## src/include/mam_map.svh

```systemverilog
// constants for the modem alarm monitor: timing, limits, reset values
// assumes a 200 MHz system clock and a 1 ms internal tick
//
// Contract
// RL1: raise no-transition alarm after five seconds without a data transition
// RL2: raise carrier alarm only if carrier absent longer than two seconds
// RL3: common alarm active when any of the four alarms is active
// RL4: disable switch holds all four monitors and the common alarm off
// RL5: send transition detector counts rising and falling data edges
// RL6: send gap over 200 ms starts 5 s timer; next edge resets both
// RL7: send 5 s expiry raises common alarm, drives send idle output low
// RL8: send idle alarm inhibited by disable switch or talk generator state
// RL9: tx carrier loss starts 2 s timer; early return clears it silently
// RL10: tx carrier 2 s expiry raises common alarm, drives tx loss low
// RL11: tx carrier alarm inhibited by switch or talk generator state
// RL12: receive transitions restart gap; 200 ms gap starts 5 s timer
// RL13: receive 5 s expiry raises common alarm, drives receive idle low
// RL14: receive idle alarm inhibited by switch or talk detected state
// RL15: rx carrier loss starts 2 s timer; return within it clears it
// RL16: rx carrier 2 s expiry raises common alarm, drives rx loss low
// RL17: rx carrier alarm inhibited by switch or talk detected state
// RL18: four alarms are ORed; common lamp output is active low
// RL19: first strap: sync inhibit output low while common alarm active
// RL20: alternate strap: sync inhibit low at once on rx carrier loss
// RL21: talk generator inhibit holds from talk request until talk reset
// RL22: talk detected state clears only on talk reset
// RL23: intervals are tick counters, cleared by reset and inhibits
// RL24: each alarm drops as soon as condition clears or inhibit applies
`ifndef MAM_MAP_SVH
`define MAM_MAP_SVH

`define MAM_CLK_NS 5
`define MAM_TICK_NS 1000000
`define MAM_TICK_CYC (`MAM_TICK_NS / `MAM_CLK_NS)

`define MAM_GAP_MS 200
`define MAM_IDLE_MS 5000
`define MAM_CARR_MS 2000
// divide the tick down first: 5000 ms times 1e6 would overflow a 32-bit int
`define MAM_GAP_TICKS (`MAM_GAP_MS / (`MAM_TICK_NS / 1000000))
`define MAM_IDLE_TICKS (`MAM_IDLE_MS / (`MAM_TICK_NS / 1000000))
`define MAM_CARR_TICKS (`MAM_CARR_MS / (`MAM_TICK_NS / 1000000))

`define MAM_RST_ALARM_N 1'h1
`define MAM_RST_TALK 1'h0

`endif

```

## src/include/mam_pkg.sv

```systemverilog
// types shared by the modem alarm monitor
// assumes mam_map.svh supplies the numeric constants
package mam_pkg;

  typedef enum {MAM_SEND_IDLE, MAM_TX_CARR, MAM_RECV_IDLE, MAM_RX_CARR} mam_mon_t;
  typedef logic [7:0] mam_gap_t;
  typedef logic [12:0] mam_tmr_t;
  typedef logic [17:0] mam_div_t;

  function automatic logic mam_expired(mam_gap_t g, mam_tmr_t t, mam_gap_t gl, mam_tmr_t tl);
    return (g == gl) && (t == tl);
  endfunction

endpackage

```

## src/hw/mam_alarm_monitor.sv

```systemverilog
// alarm supervision: two no-transition monitors, two carrier monitors,
// common lamp and strap-selected synchroniser inhibit
// assumes all inputs synchronous to MCLK_IN; alarm outputs active low
`include "mam_map.svh"

module mam_alarm_monitor
  import mam_pkg::*;
#(
  parameter int TICK_CYCLES = `MAM_TICK_CYC
) (
  input wire logic MCLK_IN,
  input wire logic RST_N_IN,
  input wire logic SEND_DATA_IN,
  input wire logic RECV_DATA_IN,
  input wire logic TX_CARRIER_OK_IN,
  input wire logic RX_CARRIER_OK_IN,
  input wire logic ALARM_DISABLE_SWITCH_IN,
  input wire logic TALK_REQUEST_IN,
  input wire logic TALK_DETECTED_IN,
  input wire logic TALK_RESET_IN,
  input wire logic SYNC_STRAP_SEL_IN,
  output logic COMMON_ALARM_LAMP_N_OUT,
  output logic SEND_IDLE_ALARM_N_OUT,
  output logic TX_CARRIER_LOSS_N_OUT,
  output logic RECEIVE_IDLE_ALARM_N_OUT,
  output logic RX_CARRIER_LOSS_N_OUT,
  output logic SYNC_INHIBIT_N_OUT
);

  // ************************************************************
  // millisecond tick
  // ************************************************************
  mam_div_t div_ff;
  logic tick_ff;
  logic div_wrap;
  mam_div_t nxt_div;

  assign div_wrap = (div_ff == mam_div_t'(TICK_CYCLES - 1));
  assign nxt_div = div_wrap ? '0 : div_ff + 18'h00001;

  // free-running, so a timer started mid-period loses up to one tick
  always_ff @(posedge MCLK_IN or negedge RST_N_IN) begin
    if (!RST_N_IN) begin
      div_ff <= '0;
      tick_ff <= 1'h0;
    end else begin
      div_ff <= nxt_div;
      tick_ff <= div_wrap; // [RL23]
    end
  end

  // ************************************************************
  // transition detect and talk states
  // ************************************************************
  logic send_prev_ff;
  logic recv_prev_ff;
  logic talk_gen_state_ff;
  logic talk_detect_state_ff;
  logic send_edge;
  logic recv_edge;
  logic nxt_talk_gen;
  logic nxt_talk_det;

  assign send_edge = SEND_DATA_IN ^ send_prev_ff; // [RL5]
  assign recv_edge = RECV_DATA_IN ^ recv_prev_ff; // [RL12]
  // a request in the reset cycle wins over the reset
  assign nxt_talk_gen = TALK_REQUEST_IN | (talk_gen_state_ff & ~TALK_RESET_IN); // [RL21]
  assign nxt_talk_det = TALK_DETECTED_IN | (talk_detect_state_ff & ~TALK_RESET_IN); // [RL22]

  always_ff @(posedge MCLK_IN or negedge RST_N_IN) begin
    if (!RST_N_IN) begin
      send_prev_ff <= 1'h0;
      recv_prev_ff <= 1'h0;
      talk_gen_state_ff <= `MAM_RST_TALK;
      talk_detect_state_ff <= `MAM_RST_TALK;
    end else begin
      send_prev_ff <= SEND_DATA_IN;
      recv_prev_ff <= RECV_DATA_IN;
      talk_gen_state_ff <= nxt_talk_gen;
      talk_detect_state_ff <= nxt_talk_det;
    end
  end

  // ************************************************************
  // four monitors
  // ************************************************************
  logic [3:0] absent;
  logic [3:0] inhibit;
  logic [3:0] nxt_alarm;
  mam_gap_t gap_ff [4];
  mam_tmr_t tmr_ff [4];
  mam_gap_t nxt_gap [4];
  mam_tmr_t nxt_tmr [4];
  logic alarm_n_ff [4];

  assign absent[MAM_SEND_IDLE] = ~send_edge; // [RL5]
  assign absent[MAM_TX_CARR] = ~TX_CARRIER_OK_IN; // [RL9]
  assign absent[MAM_RECV_IDLE] = ~recv_edge; // [RL12]
  assign absent[MAM_RX_CARR] = ~RX_CARRIER_OK_IN; // [RL15]

  assign inhibit[MAM_SEND_IDLE] = ALARM_DISABLE_SWITCH_IN | talk_gen_state_ff; // [RL4] [RL8]
  assign inhibit[MAM_TX_CARR] = ALARM_DISABLE_SWITCH_IN | talk_gen_state_ff; // [RL11]
  assign inhibit[MAM_RECV_IDLE] = ALARM_DISABLE_SWITCH_IN | talk_detect_state_ff; // [RL14]
  assign inhibit[MAM_RX_CARR] = ALARM_DISABLE_SWITCH_IN | talk_detect_state_ff; // [RL17]

  for (genvar i = 0; i < 4; i++) begin : g_mon
    // idle monitors: gap stage then 5 s stage; carrier: one stage,
    // one tick beyond 2 s so a 2 s dropout never alarms
    localparam bit IDLE = (i == MAM_SEND_IDLE) || (i == MAM_RECV_IDLE);
    localparam mam_gap_t GL = IDLE ? 8'(`MAM_GAP_TICKS) : 8'h00;
    localparam mam_tmr_t TL = IDLE ? 13'(`MAM_IDLE_TICKS) : 13'(`MAM_CARR_TICKS + 1);
    logic restart;
    logic gap_full;

    assign restart = ~absent[i] | inhibit[i]; // [RL6] [RL24]
    assign gap_full = (gap_ff[i] == GL);
    assign nxt_gap[i] = restart ? '0 :
                        (tick_ff && !gap_full) ? gap_ff[i] + 8'h01 : gap_ff[i]; // [RL6]
    assign nxt_tmr[i] = restart ? '0 :
                        (tick_ff && gap_full && tmr_ff[i] != TL) ?
                        tmr_ff[i] + 13'h0001 : tmr_ff[i]; // [RL1] [RL2] [RL23]
    assign nxt_alarm[i] = mam_expired(nxt_gap[i], nxt_tmr[i], GL, TL);

    always_ff @(posedge MCLK_IN or negedge RST_N_IN) begin
      if (!RST_N_IN) begin
        gap_ff[i] <= '0;
        tmr_ff[i] <= '0;
        alarm_n_ff[i] <= `MAM_RST_ALARM_N;
      end else begin
        gap_ff[i] <= nxt_gap[i];
        tmr_ff[i] <= nxt_tmr[i];
        alarm_n_ff[i] <= ~nxt_alarm[i]; // [RL7] [RL10] [RL13] [RL16]
      end
    end
  end

  // ************************************************************
  // common lamp and synchroniser inhibit
  // ************************************************************
  logic lamp_n_ff;
  logic sync_n_ff;
  logic any_alarm;
  logic sync_cause;

  assign any_alarm = |nxt_alarm; // [RL3] [RL18]
  // alternate strap takes the raw carrier loss, ahead of any inhibit
  assign sync_cause = SYNC_STRAP_SEL_IN ? ~RX_CARRIER_OK_IN : any_alarm; // [RL19] [RL20]

  always_ff @(posedge MCLK_IN or negedge RST_N_IN) begin
    if (!RST_N_IN) begin
      lamp_n_ff <= `MAM_RST_ALARM_N;
      sync_n_ff <= `MAM_RST_ALARM_N;
    end else begin
      lamp_n_ff <= ~any_alarm; // [RL18]
      sync_n_ff <= ~sync_cause;
    end
  end

  assign COMMON_ALARM_LAMP_N_OUT = lamp_n_ff;
  assign SEND_IDLE_ALARM_N_OUT = alarm_n_ff[MAM_SEND_IDLE];
  assign TX_CARRIER_LOSS_N_OUT = alarm_n_ff[MAM_TX_CARR];
  assign RECEIVE_IDLE_ALARM_N_OUT = alarm_n_ff[MAM_RECV_IDLE];
  assign RX_CARRIER_LOSS_N_OUT = alarm_n_ff[MAM_RX_CARR];
  assign SYNC_INHIBIT_N_OUT = sync_n_ff;
endmodule

```

## config.mk

```make
export PLATFORM = sky130hd
export DESIGN_NAME = mam_alarm_monitor
export DESIGN_NICKNAME = d
export VERILOG_FILES = /design/src/include/mam_pkg.sv /design/src/hw/mam_alarm_monitor.sv
export VERILOG_INCLUDE_DIRS = /design/src /design/src/include
export SDC_FILE = /design/constraint.sdc
export NUM_CORES = 1
export LEC_CHECK = 0
export ABC_AREA = 0
export BUFFER_PORTS_ARGS = -buffer_cell sky130_fd_sc_hd__buf_2
export CORE_MARGIN = 5
export CORE_UTILIZATION = 65
export CTS_BUF_LIST = sky130_fd_sc_hd__clkbuf_4 sky130_fd_sc_hd__clkbuf_8
export CTS_CLUSTER_DIAMETER = 150
export DETAILED_ROUTE_END_ITERATION = 6
export PLACE_DENSITY = 0.89
export SLEW_MARGIN = 20
export SYNTH_ARGS = -nofsm -noshare
export SYNTH_HDL_FRONTEND = slang
export SYNTH_SLANG_ARGS = --single-unit
export TNS_END_PERCENT = 1
```

## constraint.sdc

```tcl
create_clock -name MCLK_IN -period 4.05 [get_ports MCLK_IN]
set_clock_uncertainty 0.15 [all_clocks]
set_input_delay 0.6075 -clock MCLK_IN [delete_from_list [all_inputs] [get_ports MCLK_IN]]
set_output_delay 0.6075 -clock MCLK_IN [all_outputs]
set_load 0.05 [all_outputs]
```

==> summary.txt <==
Setup TNS -> 0 ns
DRT iter0 DRCs -> 616
Final Cell Area -> 6990 µm²
aggregate global routing overflow -> 0
Via-to-Cell Ratio -> 6.24
Crit. End Element -> flop
Placed Area -> 6620 µm²
post-synth cell types -> 65
largest net degree at the start of global routing -> 84
initial antenna violation count -> 0
cells after synthesis -> 696
GR peak layer -> met2
Pre-antenna DRT Iters -> 6
CTS Buffer Depth -> 2
Clock Tree Root -> clkbuf_8
hold-fix buffers at CTS -> 0
Multi-input gate area -> 3370 µm²
commonest cells after routing, fill and taps aside -> dfrtp_1 (107), nor2_1 (87), nand2_1 (55)
vias in the first global route -> 5439
Final min period -> 3.24 ns
fraction of layout cells with a size suffix above 1 -> 10.4%
Synth Cell Area -> 6470 µm²
biggest regs -> tmr_ff (52), gap_ff (32), div_ff (18)
DP Wirelength -> 9830 µm
f_max -> 309 MHz
# setup viols final -> 0
final period utilization -> 79.9%
WL final -> 14200 µm
M2 GR Usage -> 45.1%
Max IR drop VDD -> 0.253 mV
reg-to-reg endpoint -> SYNC_INHIBIT_N_OUT$_DFF_PN1_
antenna fix cells -> 0
commonest non-fill, non-tap cell in the layout -> dfrtp_1
Reg2Reg Depth -> 7
Die W -> 110 µm
GRT Total Usage -> 26.7%
post-place setup slack -> 0.880 ns
Maximum Capacitance Violations -> 0
first-pass GRT wire length -> 25300 µm
Hold Crit Class -> input port to asynchronous set/reset pin
fin. max-slew vios -> 0
Syn. warnings -> 0
CTS tree -> done
Crit path arrival time -> 3.43 ns
register area -> 2840 µm²
DRC violations left -> 0
IO Pins -> 17
Vias -> 5315
Port Buf Inserts -> 16
ys async rst share -> 100%
Leakage -> 2.78 nW
RSZ-0062 raised after global routing -> no
final hold violation count -> 0
clock latency on the worst-skew pair -> 0.45 ns
fin nets -> 734
Least-Margin Pin Slew -> 0.866 ns
Largest Register -> tmr_ff
Core Rows -> 36
Reg2Reg Launch Point -> tick_ff$_DFF_PN0_
number of CTS-inserted buffers -> 17
H-tree levels -> 4
M3 GR Usage -> 6.99%
final std cells w/o fill -> 852
number of synthesized flops with an enable pin -> 0
CP startpoint kind -> flop
R2R Setup Slk -> 0.81 ns
Pwr Density -> 311 nW/µm²
DR WL/cell -> 16.7 µm
Synth Net Count -> 724
filler cell count in the final layout -> 701
Post-synth top flop -> dfrtp_1
CTS sink count -> 113
headroom to the max-slew limit -> 41.5%
post_cts resized -> 0
Syn Area/Cell -> 9.30 µm²
Core Box Area -> 9730 µm²
Setup CP Type -> flop to flop
max reg flops -> 52
M1 GR Usage -> 31.6%
placed insts -> 820
Final WS setup -> 0.815 ns
Starting Density -> 66.5%
Routability Congestion -> 0.968
Area Overhead vs Synth -> 7.99%
die area -> 12000 µm²
CP required -> 4.25 ns
sequential element share of the synthesized area -> 43.8%
status -> finished clean
post-CTS setup buffers -> 0
Die H -> 110 µm
antenna-violating nets left -> 0
clock-pin slew on the worst setup and hold paths -> 0.07 ns
CP Max Fanout -> 27
#FFs+latches synth -> 113
[critical path: stages (launching register included)]
cell and delay (ns):
dfrtp_1 0.89, nand4_1 0.43, or3_1 0.46, a21oi_1 0.20
nor4b_1 0.29, nand4bb_1 0.21, o41ai_2 0.39, o41ai_1 0.10
[power by group]
group	internal [mW]	leakage (nW)	total, mW	switching, mW
clock network	0.522	0.184	0.986	0.464
logic	0.0109	1.06	0.0519	0.0411
registers	1.13	1.53	1.13	0.00253
total	1.67	2.78	2.17	0.508
[synthesized netlist by cell type (3+ instances only)]
master | instances | share of area (%)
inv_1 | 36 | 2.1
nand4bb_1 | 4 | 0.70
and3_1 | 15 | 1.5
o211ai_1 | 4 | 0.46
nor4_1 | 11 | 1.1
o41ai_1 | 4 | 0.54
a211oi_1 | 5 | 0.58
o21ai_0 | 20 | 1.5
buf_2 | 4 | 0.31
dfstp_2 | 6 | 2.4
and4_1 | 5 | 0.68
xnor2_1 | 37 | 5.0
nor2_1 | 87 | 5.0
a31oi_1 | 3 | 0.29
clkbuf_1 | 21 | 1.2
a21oi_1 | 23 | 1.8
nor3_1 | 19 | 1.5
nor2b_1 | 4 | 0.39
nand3_1 | 25 | 1.9
or3_1 | 18 | 1.7
or4_1 | 4 | 0.46
dfrtp_1 | 107 | 41
xor2_1 | 34 | 4.6
nand3b_1 | 3 | 0.35
a311oi_1 | 3 | 0.41
mux2i_1 | 9 | 1.4
nor3b_1 | 5 | 0.58
o31ai_1 | 7 | 0.81
nand4_1 | 36 | 3.5
nor4b_1 | 3 | 0.41
and2_1 | 12 | 1.2
nand4b_1 | 6 | 0.81
a211o_1 | 3 | 0.41
ha_1 | 17 | 3.3
nand2_1 | 55 | 3.2
[area by class of cell]
class	instances	area share, %
multi-input cells	518	48.2
flip-flops and latches	113	40.6
clock buffers	21	3.96
well taps	133	2.38
inverters	36	1.93
repair buffers	20	1.67
clock inverters	11	1.29
[metrics by stage]
stage | hold WS [ns] | total power [mW] | utilization [%]
after detailed placement | 0.325 | 1.21 | 68.0
after floorplan | 0.162 | 1.17 | -
final | 0.0354 | 2.17 | 71.8
after global routing | 0.0935 | 2.25 | 71.8
after CTS | 0.126 | 2.19 | 71.8
after global placement | 0.303 | 1.21 | 68.0
[cells by family after synthesis]
kind of cell / Yosys count / synth area share [%]
AOI/OAI and AO/OA: 88 / 9.17
DFF: 113 / 43.8
xor gates and xnor gates: 71 / 9.61
adders and majority gates: 17 / 3.29
buffers and inverters: 65 / 4.14
muxes: 10 / 1.57
and+or+nand+nor: 332 / 28.4
[worst max path at each step]
stage | start | end | slack, ns | cells past startpoint
after floorplan | gap_ff[0]$_DFF_PN0_ | SYNC_INHIBIT_N_OUT$_DFF_PN1_ | 1.37 | 9
after global placement | gap_ff[0]$_DFF_PN0_ | SYNC_INHIBIT_N_OUT$_DFF_PN1_ | 1.00 | 9
after detailed placement | gap_ff[0]$_DFF_PN0_ | SYNC_INHIBIT_N_OUT$_DFF_PN1_ | 0.88 | 9
after CTS | gap_ff[0]$_DFF_PN0_ | SYNC_INHIBIT_N_OUT$_DFF_PN1_ | 0.83 | 9
after global routing | gap_ff[0]$_DFF_PN0_ | SYNC_INHIBIT_N_OUT$_DFF_PN1_ | 0.47 | 9
final | tick_ff$_DFF_PN0_ | SYNC_INHIBIT_N_OUT$_DFF_PN1_ | 0.81 | 7
[layer usage]
layer  wire length, µm  vias up  share of wire [%]
met2              7110      193                 50
met4               448        0                3.2
li1                  -     2494                  -
met5                 0        -                  0
met3               775       49                5.5
met1              5860     2579                 41
(Power assumes the default switching activity.)
